### config.mk
export PLATFORM = sky130hd
export DESIGN_NAME = i2cms_top
export DESIGN_NICKNAME = d
export VERILOG_FILES = /design/src/design/i2cms_pkg.sv /design/src/design/i2cms_line_mon.sv /design/src/design/i2cms_top.sv
export VERILOG_INCLUDE_DIRS = /design/src /design/src/design
export SDC_FILE = /design/constraint.sdc
export NUM_CORES = 1
export LEC_CHECK = 0
export BUFFER_PORTS_ARGS = -buffer_cell sky130_fd_sc_hd__buf_4
export CAP_MARGIN = 15
export CORE_MARGIN = 5
export CORE_UTILIZATION = 54
export CTS_CLUSTER_DIAMETER = 40
export DETAILED_ROUTE_END_ITERATION = 10
export GPL_TIMING_DRIVEN = 0
export PLACE_DENSITY = 0.74
export SLEW_MARGIN = 20
export SYNTH_ARGS = -nofsm -noshare
export SYNTH_HDL_FRONTEND = slang
export SYNTH_SLANG_ARGS = --single-unit
export TNS_END_PERCENT = 30
### constraint.sdc
create_clock -name aclk -period 3.2 [get_ports aclk]
set_input_delay 0.32 -clock aclk [delete_from_list [all_inputs] [get_ports aclk]]
set_output_delay 0.32 -clock aclk [all_outputs]
set_load 0.02 [all_outputs]
### src/design/i2cms_cfg.svh
// Register offsets, field positions and reset values of the two-wire controller
`ifndef I2CMS_CFG_SVH
`define I2CMS_CFG_SVH
`define I2CMS_OFF_CON 8'h00
`define I2CMS_OFF_STAT 8'h04
`define I2CMS_OFF_MSK 8'h08
`define I2CMS_OFF_TX 8'h0c
`define I2CMS_OFF_RX 8'h10
`define I2CMS_OFF_ADDR 8'h14
`define I2CMS_OFF_BRG 8'h18
`define I2CMS_CON_RST 16'h1000
`define I2CMS_B_EN 15
`define I2CMS_B_REL 12
`define I2CMS_B_ALL 11
`define I2CMS_B_A10 10
`define I2CMS_B_GENERAL_CALL_ENABLE 7
`define I2CMS_B_STRETCH_ENABLE 6
`define I2CMS_B_ACK_DATA_VALUE 5
`define I2CMS_B_ACK_SEQUENCE_GO 4
`define I2CMS_B_MASTER_RECEIVE_GO 3
`define I2CMS_B_PEN 2
`define I2CMS_B_REPEATED_START_REQUEST 1
`define I2CMS_B_SEN 0
`define I2CMS_S_ACK 15
`define I2CMS_S_TRS 14
`define I2CMS_S_BCL 10
`define I2CMS_S_GC 9
`define I2CMS_S_A10 8
`define I2CMS_S_WCOL 7
`define I2CMS_S_OV 6
`define I2CMS_S_DA 5
`define I2CMS_S_P 4
`define I2CMS_S_S 3
`define I2CMS_S_RW 2
`define I2CMS_S_RBF 1
`define I2CMS_S_TBF 0
`define I2CMS_STAT_SWC 16'h04c0
`define I2CMS_MSK_W 16'h03ff
`define I2CMS_GC_ADDR 8'h00
`define I2CMS_A10_HDR 5'h1e
`define I2CMS_BRG_RST 16'h0010
`define I2CMS_RESP_OK 2'h0
`define I2CMS_RESP_ERR 2'h2
`endif

### src/design/i2cms_pkg.sv
// Types shared by the two-wire controller
package i2cms_pkg;
	typedef enum logic [3:0] {
		MS_IDLE, MS_START, MS_RSTART, MS_STOP, MS_TX, MS_TXACK, MS_RX, MS_ACK,
		SL_ADDR, SL_ADDR_ACK, SL_RX, SL_RX_ACK, SL_TX, SL_TX_ACK, SL_WAIT
	} i2cms_state_e;
	typedef struct packed {
		logic scl_rise;
		logic scl_fall;
		logic start_det;
		logic stop_det;
		logic scl_lvl;
		logic sda_lvl;
	} i2cms_line_s;
	typedef struct packed {
		logic [2:0] scl_sync;
		logic [2:0] sda_sync;
		logic scl_q;
		logic sda_q;
		i2cms_line_s line;
	} i2cms_mon_s;
endpackage

### src/design/i2cms_line_mon.sv
// Pin synchroniser and start, stop and clock-edge finder
`timescale 1ns/10ps
`default_nettype none
module i2cms_line_mon
(
	input wire logic aclk,
	input wire logic aresetn,
	input wire logic scl_in,
	input wire logic sda_in,
	output var i2cms_pkg::i2cms_line_s line
);
	i2cms_pkg::i2cms_mon_s s_q;
	i2cms_pkg::i2cms_mon_s s_d;
	always_comb
	begin
		s_d = s_q;
		s_d.scl_sync = {s_q.scl_sync[1:0], scl_in};
		s_d.sda_sync = {s_q.sda_sync[1:0], sda_in};
		// Accept a change once stages two and three agree
		if (s_q.scl_sync[1] == s_q.scl_sync[2])
			s_d.scl_q = s_q.scl_sync[2];
		if (s_q.sda_sync[1] == s_q.sda_sync[2])
			s_d.sda_q = s_q.sda_sync[2];
		s_d.line.scl_rise = s_d.scl_q & ~s_q.scl_q;
		s_d.line.scl_fall = ~s_d.scl_q & s_q.scl_q;
		s_d.line.start_det = s_q.scl_q & s_d.scl_q & s_q.sda_q & ~s_d.sda_q;
		s_d.line.stop_det = s_q.scl_q & s_d.scl_q & ~s_q.sda_q & s_d.sda_q;
		s_d.line.scl_lvl = s_d.scl_q;
		s_d.line.sda_lvl = s_d.sda_q;
	end
	always_ff @(posedge aclk)
	begin
		if (!aresetn)
			s_q <= {3'h7, 3'h7, 1'b1, 1'b1, 6'h03};
		else
			s_q <= s_d;
	end
	assign line = s_q.line;
	AST_START_NOT_STOP: assert property (@(posedge aclk) disable iff (!aresetn)
		!(line.start_det && line.stop_det)) else $error("start and stop together");
endmodule
`default_nettype wire

### src/design/i2cms_top.sv
// Two-wire master and slave controller with AXI4-Lite registers
// Overview of operation
// - Completed byte moves to receive buffer with one pulse.
// - Enable bit hands pins to controller; clear returns them.
// - Slave stretch via clock release; hardware clears at tx start, rx end.
// - Accept-all mode acknowledges every address except 00h while general call is disabled.
// - Width bit selects 10-bit or 7-bit own-address compare.
// - General call raises event only when enabled.
// - Ack sequence drives ack data bit; cleared when done.
// - Receive go clocks one byte; cleared after eighth bit.
// - Start, repeated start, stop requests; each cleared when done.
// - Master transmit records slave ack as status.
// - Transmit active set at start, cleared after slave ack.
// - Bus collision flag set in master op, sticky till cleared.
// - General call seen set on match, cleared on stop.
// - Ten-bit match set on second byte, cleared on stop.
// - Transmit write while busy rejected, sets write collision.
// - Byte into full receive buffer sets overflow.
// - Data-or-address cleared on address match, set on data.
// - Stop-seen and start-seen follow the last condition.
// - Direction flag shows read or write after address.
// - Receive full set on load, cleared on software read.
// - Transmit full set on write, cleared when sent.
// - Mask bits exclude address bits from compare.
`timescale 1ns/10ps
`default_nettype none
`include "i2cms_cfg.svh"
module i2cms_top
#(
	parameter int HALF_MIN = 4
)
(
	input wire logic aclk,
	input wire logic aresetn,
	input wire logic [7:0] s_axi_awaddr,
	input wire logic s_axi_awvalid,
	output logic s_axi_awready,
	input wire logic [31:0] s_axi_wdata,
	input wire logic [3:0] s_axi_wstrb,
	input wire logic s_axi_wvalid,
	output logic s_axi_wready,
	output logic [1:0] s_axi_bresp,
	output logic s_axi_bvalid,
	input wire logic s_axi_bready,
	input wire logic [7:0] s_axi_araddr,
	input wire logic s_axi_arvalid,
	output logic s_axi_arready,
	output logic [31:0] s_axi_rdata,
	output logic [1:0] s_axi_rresp,
	output logic s_axi_rvalid,
	input wire logic s_axi_rready,
	input wire logic scl_in,
	output logic scl_out,
	output logic scl_oe,
	input wire logic sda_in,
	output logic sda_out,
	output logic sda_oe,
	output logic pins_owned,
	output logic rx_event
);
	typedef struct packed {
		logic awv; logic [7:0] awa; logic wv; logic [31:0] wd; logic [3:0] ws;
		logic bv; logic [1:0] br; logic rv; logic [31:0] rd; logic [1:0] rr;
		logic arr;
		logic [15:0] con; logic [15:0] stat; logic [9:0] msk; logic [9:0] own;
		logic [15:0] brg; logic [7:0] tx; logic [7:0] rx; logic [7:0] sh;
		i2cms_pkg::i2cms_state_e st; logic [3:0] bitc; logic [1:0] ph;
		logic [15:0] cnt; logic sda_lo; logic scl_lo; logic abyte; logic hi10;
		logic pulse;
	} i2cms_state_s;
	i2cms_state_s q;
	i2cms_state_s d;
	i2cms_pkg::i2cms_line_s ln;
	logic [9:0] cmp_addr;
	logic adr_hit;
	logic tick;
	logic [15:0] sw_rd;
	if (HALF_MIN < 1)
	begin : g_half_min_bad
		$error("HALF_MIN must be at least one");
	end
	i2cms_line_mon u_mon (.aclk(aclk), .aresetn(aresetn), .scl_in(scl_in),
		.sda_in(sda_in), .line(ln));
	assign tick = (q.cnt == 16'h0000);
	always_comb
	begin
		// 7-bit address is first byte bits 7:1; 10-bit is header bits plus second byte
		if (q.con[`I2CMS_B_A10])
			cmp_addr = q.hi10 ? {q.abyte ? q.own[9:8] : 2'h0, q.sh} :
				{q.sh[2:1], 8'h00};
		else
			cmp_addr = {3'h0, q.sh[7:1]};
		adr_hit = (((cmp_addr ^ q.own) & ~q.msk) == 10'h000) | q.con[`I2CMS_B_ALL];
		if (q.con[`I2CMS_B_A10] && !q.hi10)
			adr_hit = (q.sh[7:3] == `I2CMS_A10_HDR) &&
				(((q.sh[2:1] ^ q.own[9:8]) & ~q.msk[9:8]) == 2'h0) || q.con[`I2CMS_B_ALL];
	end
	always_comb
	begin
		sw_rd = 16'h0000;
		case (q.arr ? q.awa : s_axi_araddr)
			`I2CMS_OFF_CON: sw_rd = q.con;
			`I2CMS_OFF_STAT: sw_rd = q.stat;
			`I2CMS_OFF_MSK: sw_rd = {6'h00, q.msk};
			`I2CMS_OFF_TX: sw_rd = {8'h00, q.tx};
			`I2CMS_OFF_RX: sw_rd = {8'h00, q.rx};
			`I2CMS_OFF_ADDR: sw_rd = {6'h00, q.own};
			`I2CMS_OFF_BRG: sw_rd = q.brg;
			default: sw_rd = 16'h0000;
		endcase
	end
	always_comb
	begin
		d = q;
		d.pulse = 1'b0;
		d.arr = 1'b0;
		// Write channels may arrive in either order
		if (s_axi_awvalid && !q.awv)
		begin
			d.awv = 1'b1;
			d.awa = s_axi_awaddr;
		end
		if (s_axi_wvalid && !q.wv)
		begin
			d.wv = 1'b1;
			d.wd = s_axi_wdata;
			d.ws = s_axi_wstrb;
		end
		if (q.bv && s_axi_bready)
			d.bv = 1'b0;
		if (q.rv && s_axi_rready)
			d.rv = 1'b0;
		if (s_axi_arvalid && !q.rv && !q.arr)
		begin
			d.rv = 1'b1;
			d.rd = {16'h0000, sw_rd};
			d.rr = `I2CMS_RESP_OK;
			if (s_axi_araddr > `I2CMS_OFF_BRG || s_axi_araddr[1:0] != 2'h0)
				d.rr = `I2CMS_RESP_ERR;
			if (s_axi_araddr == `I2CMS_OFF_RX)
				d.stat[`I2CMS_S_RBF] = 1'b0;
		end
		// Bit-time divider
		d.cnt = tick ? (q.brg < 16'(HALF_MIN) ? 16'(HALF_MIN) : q.brg) : q.cnt - 16'h0001;
		// Bus events common to master and slave
		if (ln.start_det)
		begin
			d.stat[`I2CMS_S_S] = 1'b1;
			d.stat[`I2CMS_S_P] = 1'b0;
			if (q.st == i2cms_pkg::MS_IDLE || q.st == i2cms_pkg::SL_WAIT)
			begin
				d.st = i2cms_pkg::SL_ADDR;
				d.bitc = 4'h0;
				d.abyte = 1'b0;
			end
		end
		if (ln.stop_det)
		begin
			d.stat[`I2CMS_S_P] = 1'b1;
			d.stat[`I2CMS_S_S] = 1'b0;
			d.stat[`I2CMS_S_GC] = 1'b0;
			d.stat[`I2CMS_S_A10] = 1'b0;
			d.hi10 = 1'b0;
			if (q.st >= i2cms_pkg::SL_ADDR)
				d.st = i2cms_pkg::MS_IDLE;
		end
		// Master releases data but line reads low: lost arbitration
		if (q.st >= i2cms_pkg::MS_START && q.st <= i2cms_pkg::MS_ACK && !q.sda_lo &&
			q.scl_lo == 1'b0 && ln.scl_rise && !ln.sda_lvl && q.st != i2cms_pkg::MS_RX)
		begin
			d.stat[`I2CMS_S_BCL] = 1'b1;
			d.st = i2cms_pkg::MS_IDLE;
			d.con[4:0] = 5'h00;
			d.stat[`I2CMS_S_TRS] = 1'b0;
			d.sda_lo = 1'b0;
			d.scl_lo = 1'b0;
		end
		else
		case (q.st)
			i2cms_pkg::MS_IDLE:
			begin
				d.sda_lo = 1'b0;
				d.scl_lo = 1'b0;
				d.ph = 2'h0;
				if (q.con[`I2CMS_B_SEN]) d.st = i2cms_pkg::MS_START;
				else if (q.con[`I2CMS_B_REPEATED_START_REQUEST]) d.st = i2cms_pkg::MS_RSTART;
				else if (q.con[`I2CMS_B_PEN]) d.st = i2cms_pkg::MS_STOP;
				else if (q.con[`I2CMS_B_MASTER_RECEIVE_GO]) d.st = i2cms_pkg::MS_RX;
				else if (q.con[`I2CMS_B_ACK_SEQUENCE_GO]) d.st = i2cms_pkg::MS_ACK;
				d.bitc = 4'h0;
			end
			i2cms_pkg::MS_START, i2cms_pkg::MS_RSTART, i2cms_pkg::MS_STOP:
			if (tick)
			begin
				d.ph = q.ph + 2'h1;
				case (q.ph)
					2'h0:
					begin
						d.scl_lo = 1'b0;
						d.sda_lo = q.st == i2cms_pkg::MS_STOP;
					end
					2'h1: d.sda_lo = q.st != i2cms_pkg::MS_STOP;
					2'h2:
					begin
						d.scl_lo = q.st != i2cms_pkg::MS_STOP;
						d.con[`I2CMS_B_SEN] = 1'b0;
						d.con[`I2CMS_B_REPEATED_START_REQUEST] = 1'b0;
						d.con[`I2CMS_B_PEN] = 1'b0;
						d.st = i2cms_pkg::MS_IDLE;
						if (q.st != i2cms_pkg::MS_STOP) d.st = i2cms_pkg::SL_WAIT;
					end
					default: d.ph = 2'h0;
				endcase
			end
			i2cms_pkg::MS_TX, i2cms_pkg::MS_RX, i2cms_pkg::MS_ACK, i2cms_pkg::MS_TXACK:
			if (tick)
			begin
				d.ph = q.ph + 2'h1;
				if (q.ph == 2'h0)
				begin
					d.scl_lo = 1'b1;
					d.sda_lo = q.st == i2cms_pkg::MS_TX ? ~q.sh[7] :
						q.st == i2cms_pkg::MS_ACK ? ~q.con[`I2CMS_B_ACK_DATA_VALUE] : 1'b0;
				end
				else if (q.ph == 2'h1)
					d.scl_lo = 1'b0;
				else if (q.ph == 2'h2 && ln.scl_lvl)
				begin
					d.ph = 2'h0;
					d.scl_lo = 1'b1;
					d.sh = {q.sh[6:0], ln.sda_lvl};
					d.bitc = q.bitc + 4'h1;
					if (q.st == i2cms_pkg::MS_TXACK)
					begin
						d.stat[`I2CMS_S_ACK] = ln.sda_lvl;
						d.stat[`I2CMS_S_TRS] = 1'b0;
						d.stat[`I2CMS_S_TBF] = 1'b0;
						d.st = i2cms_pkg::SL_WAIT;
						d.sda_lo = 1'b0;
					end
					else if (q.st == i2cms_pkg::MS_ACK)
					begin
						d.con[`I2CMS_B_ACK_SEQUENCE_GO] = 1'b0;
						d.st = i2cms_pkg::SL_WAIT;
						d.sda_lo = 1'b0;
					end
					else if (q.bitc == 4'h7)
					begin
						d.bitc = 4'h0;
						d.sda_lo = 1'b0;
						d.st = i2cms_pkg::SL_WAIT;
						if (q.st == i2cms_pkg::MS_TX)
							d.st = i2cms_pkg::MS_TXACK;
						else
						begin
							d.con[`I2CMS_B_MASTER_RECEIVE_GO] = 1'b0;
							d.pulse = 1'b1;
							if (q.stat[`I2CMS_S_RBF])
								d.stat[`I2CMS_S_OV] = 1'b1;
							else
							begin
								d.rx = {q.sh[6:0], ln.sda_lvl};
								d.stat[`I2CMS_S_RBF] = 1'b1;
							end
						end
					end
				end
				else if (q.ph == 2'h3)
					d.ph = 2'h2;
			end
			i2cms_pkg::SL_WAIT:
			begin
				// Master holds clock low between phases; slave idles here too
				if (q.con[4:0] != 5'h00 && q.scl_lo)
					d.st = i2cms_pkg::MS_IDLE;
				if (q.stat[`I2CMS_S_TBF] && q.scl_lo && q.con[4:0] == 5'h00)
				begin
					d.st = i2cms_pkg::MS_TX;
					d.sh = q.tx;
					d.ph = 2'h0;
					d.bitc = 4'h0;
					d.stat[`I2CMS_S_TRS] = 1'b1;
				end
			end
			i2cms_pkg::SL_ADDR, i2cms_pkg::SL_RX:
			if (ln.scl_rise)
			begin
				d.sh = {q.sh[6:0], ln.sda_lvl};
				d.bitc = q.bitc + 4'h1;
				if (q.bitc == 4'h7)
					d.st = q.st == i2cms_pkg::SL_ADDR ? i2cms_pkg::SL_ADDR_ACK :
						i2cms_pkg::SL_RX_ACK;
			end
			i2cms_pkg::SL_ADDR_ACK:
			if (ln.scl_fall)
			begin
				d.bitc = 4'h0;
				d.st = i2cms_pkg::SL_WAIT;
				if (q.sh == `I2CMS_GC_ADDR && q.con[`I2CMS_B_GENERAL_CALL_ENABLE])
				begin
					d.stat[`I2CMS_S_GC] = 1'b1;
					d.pulse = 1'b1;
					// The call address lands in the receive buffer like any byte
					if (q.stat[`I2CMS_S_RBF])
						d.stat[`I2CMS_S_OV] = 1'b1;
					else
					begin
						d.rx = q.sh;
						d.stat[`I2CMS_S_RBF] = 1'b1;
					end
					d.sda_lo = 1'b1;
					d.st = i2cms_pkg::SL_RX_ACK;
				end
				else if (adr_hit && q.sh != `I2CMS_GC_ADDR)
				begin
					d.sda_lo = 1'b1;
					d.stat[`I2CMS_S_DA] = 1'b0;
					d.stat[`I2CMS_S_RW] = q.sh[0];
					d.abyte = 1'b1;
					if (q.con[`I2CMS_B_A10] && !q.hi10 && !q.sh[0])
						d.hi10 = 1'b1;
					else if (q.con[`I2CMS_B_A10] && q.hi10 && !q.stat[`I2CMS_S_A10])
						d.stat[`I2CMS_S_A10] = 1'b1;
					d.st = q.sh[0] ? i2cms_pkg::SL_TX : i2cms_pkg::SL_RX_ACK;
					if (q.sh[0])
					begin
						d.con[`I2CMS_B_REL] = 1'b0;
						d.sh = q.tx;
					end
				end
			end
			i2cms_pkg::SL_RX_ACK:
			if (q.sda_lo && ln.scl_fall)
			begin
				d.sda_lo = 1'b0;
				d.st = i2cms_pkg::SL_RX;
				if (q.hi10 && !q.stat[`I2CMS_S_A10])
					d.st = i2cms_pkg::SL_ADDR;
			end
			else if (!q.sda_lo && ln.scl_fall)
			begin
				d.bitc = 4'h0;
				d.stat[`I2CMS_S_DA] = 1'b1;
				d.pulse = 1'b1;
				if (q.stat[`I2CMS_S_RBF])
					d.stat[`I2CMS_S_OV] = 1'b1;
				else
				begin
					d.rx = q.sh;
					d.stat[`I2CMS_S_RBF] = 1'b1;
				end
				if (q.con[`I2CMS_B_STRETCH_ENABLE])
					d.con[`I2CMS_B_REL] = 1'b0;
				d.sda_lo = 1'b1;
			end
			i2cms_pkg::SL_TX:
			if (ln.scl_fall || (q.bitc == 4'h0 && !q.scl_lo))
			begin
				d.sda_lo = ~q.sh[7];
				d.sh = {q.sh[6:0], 1'b1};
				d.bitc = q.bitc + 4'h1;
				if (q.bitc == 4'h8)
				begin
					d.sda_lo = 1'b0;
					d.stat[`I2CMS_S_TBF] = 1'b0;
					d.st = i2cms_pkg::SL_TX_ACK;
				end
			end
			i2cms_pkg::SL_TX_ACK:
			if (ln.scl_rise)
			begin
				d.bitc = 4'h0;
				d.st = ln.sda_lvl ? i2cms_pkg::SL_WAIT : i2cms_pkg::SL_TX;
				d.sh = q.tx;
				if (!ln.sda_lvl)
					d.con[`I2CMS_B_REL] = 1'b0;
			end
			default: d.st = i2cms_pkg::MS_IDLE;
		endcase
		// Slave stretch holds clock while release bit is low
		// Wait state also parks the master, whose clock hold must survive here
		if (q.st >= i2cms_pkg::SL_ADDR && q.st != i2cms_pkg::SL_WAIT)
			d.scl_lo = ~q.con[`I2CMS_B_REL] & ~ln.scl_lvl;
		// Register write once both address and data are held
		if (q.awv && q.wv && !q.bv)
		begin
			d.awv = 1'b0;
			d.wv = 1'b0;
			d.bv = 1'b1;
			d.br = `I2CMS_RESP_OK;
			if (q.ws[1:0] == 2'h3)
			case (q.awa)
				`I2CMS_OFF_CON:
				begin
					d.con = q.wd[15:0] & 16'hbfff;
					// Release takes the written value whether or not stretching is enabled
					if (!q.con[`I2CMS_B_STRETCH_ENABLE] && !q.wd[`I2CMS_B_REL])
						d.con[`I2CMS_B_REL] = q.con[`I2CMS_B_REL] & d.con[`I2CMS_B_REL];
					d.con[4:0] = q.wd[4:0] | d.con[4:0];
				end
				`I2CMS_OFF_STAT:
				begin
					// Hardware set wins over software clear
					d.stat = (d.stat & ~`I2CMS_STAT_SWC) |
						(d.stat & q.wd[15:0] & `I2CMS_STAT_SWC) |
						(d.stat & ~q.stat & `I2CMS_STAT_SWC);
				end
				`I2CMS_OFF_MSK: d.msk = q.wd[9:0];
				`I2CMS_OFF_TX:
					if (q.stat[`I2CMS_S_TBF] || q.stat[`I2CMS_S_TRS] ||
						q.con[4:0] != 5'h00)
						d.stat[`I2CMS_S_WCOL] = 1'b1;
					else
					begin
						d.tx = q.wd[7:0];
						d.stat[`I2CMS_S_TBF] = 1'b1;
					end
				`I2CMS_OFF_ADDR: d.own = q.wd[9:0];
				`I2CMS_OFF_BRG: d.brg = q.wd[15:0];
				default: d.br = `I2CMS_RESP_ERR;
			endcase
		end
		if (!q.con[`I2CMS_B_EN])
		begin
			d.st = i2cms_pkg::MS_IDLE;
			d.sda_lo = 1'b0;
			d.scl_lo = 1'b0;
		end
	end
	always_ff @(posedge aclk)
	begin
		if (!aresetn)
		begin
			q <= '0;
			q.con <= `I2CMS_CON_RST;
			q.brg <= `I2CMS_BRG_RST;
		end
		else
			q <= d;
	end
	always_ff @(posedge aclk)
	begin
		if (!aresetn)
		begin
			scl_oe <= 1'b0;
			sda_oe <= 1'b0;
			pins_owned <= 1'b0;
		end
		else
		begin
			scl_oe <= d.con[`I2CMS_B_EN] & d.scl_lo;
			sda_oe <= d.con[`I2CMS_B_EN] & d.sda_lo;
			pins_owned <= d.con[`I2CMS_B_EN];
		end
	end
	assign scl_out = 1'b0;
	assign sda_out = 1'b0;
	assign rx_event = q.pulse;
	assign s_axi_awready = ~q.awv;
	assign s_axi_wready = ~q.wv;
	assign s_axi_bvalid = q.bv;
	assign s_axi_bresp = q.br;
	assign s_axi_arready = ~q.rv;
	assign s_axi_rvalid = q.rv;
	assign s_axi_rdata = q.rd;
	assign s_axi_rresp = q.rr;
	AST_RBF_SET: assert property (@(posedge aclk) disable iff (!aresetn)
		$rose(q.pulse) && !$past(q.stat[`I2CMS_S_RBF]) |-> q.stat[`I2CMS_S_RBF])
		else $error("receive full not set");
	AST_OWN_PINS: assert property (@(posedge aclk) disable iff (!aresetn)
		!pins_owned |-> !scl_oe && !sda_oe) else $error("pins driven while off");
	AST_BCL_STICKY: assert property (@(posedge aclk) disable iff (!aresetn)
		q.stat[`I2CMS_S_BCL] && !(q.awv && q.wv) |=> q.stat[`I2CMS_S_BCL])
		else $error("collision flag dropped");
	AST_STOP_CLR: assert property (@(posedge aclk) disable iff (!aresetn)
		ln.stop_det |=> !q.stat[`I2CMS_S_GC] && !q.stat[`I2CMS_S_A10] && q.stat[`I2CMS_S_P])
		else $error("stop did not clear flags");
	AST_START_FLAG: assert property (@(posedge aclk) disable iff (!aresetn)
		ln.start_det |=> q.stat[`I2CMS_S_S] && !q.stat[`I2CMS_S_P])
		else $error("start flag wrong");
	AST_PULSE_ONE: assert property (@(posedge aclk) disable iff (!aresetn)
		rx_event |=> !rx_event) else $error("receive pulse too long");
	AST_OV: assert property (@(posedge aclk) disable iff (!aresetn)
		q.pulse && $past(q.stat[`I2CMS_S_RBF]) && $past(q.stat[`I2CMS_S_DA]) |->
		q.stat[`I2CMS_S_OV] || q.stat[`I2CMS_S_GC]) else $error("overflow missed");
	AST_TRS_ACK: assert property (@(posedge aclk) disable iff (!aresetn)
		$fell(q.stat[`I2CMS_S_TRS]) && !q.stat[`I2CMS_S_BCL] |-> $past(q.st) ==
		i2cms_pkg::MS_TXACK) else $error("transmit active cleared early");
endmodule
`default_nettype wire

Word level (Yosys, flattened, before mapping). Index checks and enable logic that the tools add are counted.

Register bits: 190. Bits of input ports: 61. Output and inout bits: 47. Word-level logic and storage cells: 465.

Add/subtract/negate cells: 3. Magnitude comparators: 5. Equal/unequal tests: 60. Mux-type cells: 227. Bitwise operators: 39. Reductions and logical operators: 88.

Operators by type and width (count): 76-bit 2-to-1 mux (2); 8-bit 2-to-1 mux (18); 16-bit 2-to-1 mux (7); 16-bit one-hot mux with 7 select lines (1); 2-bit 2-to-1 mux (46); 1-bit 2-to-1 mux (90); 4-bit 2-to-1 mux (22); 26-bit 2-to-1 mux (3); 8-bit by 5-bit == test with 1-bit output, second input constant (6); 24-bit 2-to-1 mux (2); 8-bit one-hot mux with 6 select lines (1); 10-bit 2-to-1 mux (4); 2-bit != test, second input constant (18); 4-bit one-hot mux with 9 select lines (1); 35-bit 2-to-1 mux (1); 4-bit == test, second input constant (8); 8-bit by 4-bit == test with 1-bit output, second input constant (4); 16-bit by 11-bit OR with 16-bit output (2); 4-bit one-hot mux with 8 select lines (1); 1-bit logical AND (31); 8-bit zero test (3); 3-bit 2-to-1 mux (8); 8-bit one-hot mux with 3 select lines (1); 11-bit bitwise AND (2); other kinds (62) (140).

Depth between registers and ports, before layout.
Word-level depth: 22. Mapped depth: 12. Mapped depth without buffers: 10.

Cells and area by module. Synthesis repeated with hierarchy kept, for this count alone.

Cells, all modules: 1203. Area, all modules: 10192.3 um2.

By module, submodules not included: i2cms_top (instances 1, cells an instance 1167, area an instance 9788.1 um2, seq. area each 3383.2 um2); i2cms_line_mon (instances 1, cells an instance 36, area an instance 404.1 um2, seq. area each 240.2 um2).

Worst setup path before layout. OpenSTA, ideal clock, no wires.

Path kind: reg2reg. Start: register q[5] (netlist name). End: register q[39] (netlist name). Library setup time: 0.128 ns. Data arrival time: 2.457 ns. Required time: 3.072 ns. Slack: 0.615 ns. Stages on the path, launching flop included: 11. Cells stage by stage: dfxtp_1 -> inv_1 -> ha_1 -> or4b_1 -> buf_2 -> nor4_4 -> nand2_2 -> a21oi_4 -> o211ai_4 -> mux2i_1 -> nor2_1.

Cells in the longest elaborated chain, start to end: 3.

RTL lines: from (decl) (line i2cms_top.sv:71) `i2cms_state_s q;`; 16-bit zero test (line i2cms_top.sv:84) `assign tick = (q.cnt == 16'h0000);`; 2-bit != test (no source line); 15-bit AND reduction (no source line).

No other way between the ends. A chain may end at the register's enable or synchronous reset.

Final worst setup path.
Start: register q[1] (netlist name). End: register sda_oe.

Cells in the longest elaborated chain, start to end: 15. Elaborated cells on any way between the ends: 17. Those cells by class: mux: 9; bitwise: 4; reduce/logical: 4.

RTL lines: 10-bit 2-to-1 mux (line i2cms_top.sv:89) `cmp_addr = q.hi10 ? {q.abyte ? q.own[9:8] : 2'h0, q.sh} :`; 10-bit 2-to-1 mux (line i2cms_top.sv:88) `` if (q.con[`I2CMS_B_A10]) ``; 10-bit bitwise XOR (line i2cms_top.sv:93) `` adr_hit = (((cmp_addr ^ q.own) & ~q.msk) == 10'h000) | q.con[`I2CMS_B_ALL]; ``; 10-bit bitwise AND (line i2cms_top.sv:93); 10-bit zero test (line i2cms_top.sv:93); 1-bit OR (line i2cms_top.sv:93); 1-bit 2-to-1 mux (*) (line i2cms_top.sv:94) `` if (q.con[`I2CMS_B_A10] && !q.hi10) ``; 1-bit logical AND (no source line) (*); 1-bit 2-to-1 mux (*) (line i2cms_top.sv:314) `` else if (adr_hit && q.sh != `I2CMS_GC_ADDR) ``; 1-bit 2-to-1 mux (*) (line i2cms_top.sv:299) `` if (q.sh == `I2CMS_GC_ADDR && q.con[`I2CMS_B_GENERAL_CALL_ENABLE]) ``; 1-bit 2-to-1 mux (*) (line i2cms_top.sv:295) `if (ln.scl_fall)`; 1-bit one-hot mux with 6 select lines (*) (line i2cms_top.sv:179) `case (q.st)`; 2-bit 2-to-1 mux (*) (line i2cms_top.sv:168) `if (q.st >= i2cms_pkg::MS_START && q.st <= i2cms_pkg::MS_ACK && !q.sda_lo &&`; 2-bit 2-to-1 mux (*) (line i2cms_top.sv:423) `` if (!q.con[`I2CMS_B_EN]) ``; 1-bit bitwise AND (*) (line i2cms_top.sv:452) `` sda_oe <= d.con[`I2CMS_B_EN] & d.sda_lo; ``; to (signal assigned) (line i2cms_top.sv:452); to (decl) (line i2cms_top.sv:57) `output logic sda_oe,`.

Mark *: on every way between the ends. The rest lies on a longest branch, timed or not.

==> out/summary.md <==
The run finished with clean final reports. In the routed design, unresolved DRC markers number 0. The routed design has 34000 um of wire. The sequential element share of the synthesized area was 0.379; the slew of the pin with the lowest slew margin was 1160 ps.

The deepest level of the CTS H-tree was 4. The number of hold violations in the final report came out at 0. Height of the chip: 143 um.

The first global-routing pass estimated 51200 um of wire. The final instance count without filler cells came out at 1582. Input and output buffers added on the ports amount to 67. The floorplan step defined a die boundary enclosing 20500 sq um. For this design the total switching power over the nets is 1.60 mW. The maximum fanout along the worst path was 10; the post-synthesis cell area was 9570 sq um.

The die is 143 um wide. The startpoint type of the worst setup path was a flip-flop. The endpoint type of the worst setup path was a flip-flop. The max-slew violation count came out at 0. Setup repair after global routing left no endpoint under its margin.

The classification of the worst-slack hold path was in -> reg. TritonCTS built the clock tree. After routing the design area is 11100 sq um. Clock transition at the registers of the reported paths: 70 ps. The logs give 1237 for the count of mapped cells out of synthesis and 9177 for the via count of the first global-routing pass. The area after detailed placement is 10400 sq um, and the data arrival time of the critical path is 3450 ps. The initialized floorplan defines 48 standard-cell rows.

Max-cap violations in this run came to 0. The relative slew slack is 0.223. For this run, the leading register cell type out of synthesis is sky130_fd_sc_hd__dfxtp_1. The layout overhead on the synthesized area is 15.5%, and the average footprint of a synthesized cell is 7.74 sq um. The worst-case clock buffer depth came out at 2. The classification of the worst setup path was reg -> reg. The run gives 0 as the initial antenna violation count. For the effective utilization at floorplan, the log shows 0.551. The HPWL after detailed placement is 25500 um.

The count of different cell masters after synthesis is 84, and the clock power share is 0.383. The clock period could shrink to 3100 ps. The final layout contains 1415 nets. The post-layout total power is 5.53 mW. The share of flip-flops with an asynchronous set or reset works out to 0. The core area was 17400 sq um; the count of cells along the worst register-to-register path was 8. The fraction of power consumed by combinational cells was 0.171. The share of layout cells above drive strength 1 came out at 0.142. Setup violations remaining at the end of the flow were counted as 0. Later-pin clock latency in the skew report: 440 ps. The largest delay contributor family on the critical path is compound AO/OA/AOI/OAI gates.

Along the worst hold path, the cell count comes to 2. The sequential power share was 0.445; the power density of the placed cells was 500 nW/um^2. For the critical path data required time, the log shows 3550 ps. Critical path's slowest cell: sky130_fd_sc_hd__o31ai_1. The tree built by TritonCTS fans out to 181 sinks.

Between clock sinks in the finished design, the worst skew comes to 15.2 ps. Counting the buffers created by CTS gives 17. The synthesized design contains 0 enable-type register cells. 0 antenna diodes ended up in the layout. In this run the number of cells on the critical path is 8. The number of iterations in the first detailed-routing pass is 7.

The number of buffers added to fix hold violations after cts came out at 0. The congestion estimate from routability-driven global placement came to 0.999. For this design the static power due to leakage is 4.13 nW. Final clock period utilization by the worst path: 0.969. The run gives 0.328 as the total track usage. CTS placed an instance of sky130_fd_sc_hd__clkbuf_16 at the clock tree root. Fraction of power spent switching nets: 0.290. Once detail routing completed, the nets flagged for antenna violations numbered 0.

For the worst vdd rail ir drop, the log shows 0.000590 V. The signal on the critical path passes through clkbuf_1, a31oi_1, xor2_1, o221ai_1, o31ai_1, nand3_1, a31o_2, nor3_1. The critical path buffer and inverter count came out at 1. The leftover overflow at the end of global routing is 0, and the violation count after the first detailed-routing iteration is 1157. Using the TritonRoute via totals, the vias-per-cell ratio works out to 6.20.

The largest single stage delay on the critical path is 610 ps. Once placement completed, the tool counted placed cells totaling 1548. For this run, the top clock speed supported by timing is 0.322 GHz. The internal portion of the total power is 3.93 mW. The Yosys step of the flow raised 0 warnings. The largest net degree at the start of global routing was 17; the synthesized flop and latch total was 181.

In this run the count of I/O pins placed on the die edge is 108. The via count of the routed design is 9809, and the average wire per standard cell is 21.5 um.
-- kinds of logic after synthesis --
kind of cell,after synthesis,share of synthesized area
flops,181,0.379
simple gates,518,0.250
mux,54,0.0584
xor+xnor,17,0.0156
fa+ha+maj,10,0.0131
compound gates,321,0.213
buf+inv,135,0.0703
other cells,1,0.000392
-- per-layer routing --
metal	up-vias	GRT usage	part of all wire
met5	-	0	0
met1	4573	0.415	0.40
li1	4517	-	-
met2	578	0.517	0.45
met3	141	0.0820	0.096
met4	0	0.174	0.058
-- power by group through the flow --
| stage | sequential [mW] | combinational, mW | clock (mW) |
|---|---|---|---|
| after floorplan | 2.48 | 0.702 | 0 |
| after global placement | 2.50 | 0.899 | 0 |
| after detailed placement | 2.51 | 0.908 | 0 |
| after CTS | 2.46 | 0.924 | 2.13 |
| after global routing | 2.47 | 1.04 | 2.23 |
| final | 2.46 | 0.948 | 2.12 |
-- path summary, 6_finish.rpt --
kind	start	end	slack [ps]
worst max-delay path	q[1]$_SDFF_PN0_	sda_oe$_SDFF_PN0_	100
worst min-delay path	s_axi_rready	s_axi_rvalid$_SDFFE_PN0P_	60
worst max register to register	q[1]$_SDFF_PN0_	sda_oe$_SDFF_PN0_	100
worst min register to register	u_mon.s_d[12]$_SDFF_PN1_	u_mon.s_d[13]$_SDFF_PN1_	410
-- stage by stage --
step	utilization	worst slack [ps]	hold slack [ps]	TNS, ps
floorplan	-	615	386	0
global placement	0.601	-312	397	-652
detailed placement	0.601	-148	403	-300
CTS	0.635	46.1	51.5	0
global route	0.637	23.6	50.3	0
finish	0.637	99.2	60.2	0
-- registers in the layout, indices dropped and copies added (netlist names) --
register,count
q,146
rx_event,1
s_axi_bresp,1
s_axi_bvalid,1
s_axi_rdata,16
s_axi_rresp,1
s_axi_rvalid,1
scl_oe,1
sda_oe,1
u_mon.line,5
u_mon.s_d,4
u_mon.s_q,3
-- synth_stat cells, types with 6 or more instances --
cell | instances | area [sq um]
sky130_fd_sc_hd__dfxtp_1 | 181 | 3620
sky130_fd_sc_hd__clkbuf_1 | 53 | 199
sky130_fd_sc_hd__nor3_1 | 37 | 185
sky130_fd_sc_hd__a22oi_1 | 25 | 188
sky130_fd_sc_hd__xnor2_1 | 9 | 78.8
sky130_fd_sc_hd__nand3_1 | 20 | 100
sky130_fd_sc_hd__nand2b_1 | 21 | 131
sky130_fd_sc_hd__inv_1 | 29 | 109
sky130_fd_sc_hd__mux2_2 | 15 | 169
sky130_fd_sc_hd__nor2_1 | 154 | 578
sky130_fd_sc_hd__and3_1 | 10 | 62.6
sky130_fd_sc_hd__xor2_1 | 8 | 70.1
sky130_fd_sc_hd__a211oi_1 | 12 | 90.1
sky130_fd_sc_hd__a221oi_1 | 11 | 96.3
sky130_fd_sc_hd__buf_2 | 6 | 30.0
sky130_fd_sc_hd__nand2_1 | 201 | 754
sky130_fd_sc_hd__buf_4 | 38 | 285
sky130_fd_sc_hd__nor4_1 | 11 | 68.8
sky130_fd_sc_hd__nor2b_1 | 13 | 81.3
sky130_fd_sc_hd__a31oi_1 | 13 | 81.3
sky130_fd_sc_hd__mux2i_1 | 39 | 390
sky130_fd_sc_hd__o21ai_0 | 52 | 260
sky130_fd_sc_hd__a21oi_1 | 136 | 681
sky130_fd_sc_hd__ha_1 | 10 | 125
-- timing repair --
action                                  4_1_cts  5_1_grt
endpoints found under the setup margin        4       24
buffers inserted                              0        2
resized for setup                             1        1
pin swaps                                     0        1
-- cell usage in the layout (no fill, tap or decap), types with 17 or more instances in the layout --
cell type | netlist | layout
sky130_fd_sc_hd__mux2i_1 | 39 | 39
sky130_fd_sc_hd__conb_1 | 1 | 20
sky130_fd_sc_hd__buf_4 | 38 | 107
sky130_fd_sc_hd__nand2b_1 | 21 | 21
sky130_fd_sc_hd__nor3_1 | 37 | 36
sky130_fd_sc_hd__a21oi_1 | 136 | 136
sky130_fd_sc_hd__nand2_1 | 201 | 201
sky130_fd_sc_hd__nor2_1 | 154 | 154
sky130_fd_sc_hd__clkbuf_1 | 53 | 53
sky130_fd_sc_hd__o21ai_0 | 52 | 52
sky130_fd_sc_hd__a22oi_1 | 25 | 25
sky130_fd_sc_hd__clkbuf_16 | 0 | 17
sky130_fd_sc_hd__dfxtp_1 | 181 | 181
sky130_fd_sc_hd__inv_1 | 29 | 29
sky130_fd_sc_hd__nand3_1 | 20 | 20
-- layout make-up --
class | count | area, sq um
timing repair buffer | 69 | 518
fill | 1571 | 6300
clock inverter | 11 | 113
clock buffer | 21 | 480
tap | 225 | 282
inverter | 31 | 116
buffer | 104 | 557
multi-input combinational | 940 | 5370
sequential | 181 | 3620
No activity file was read; power rests on OpenSTA's default activity.
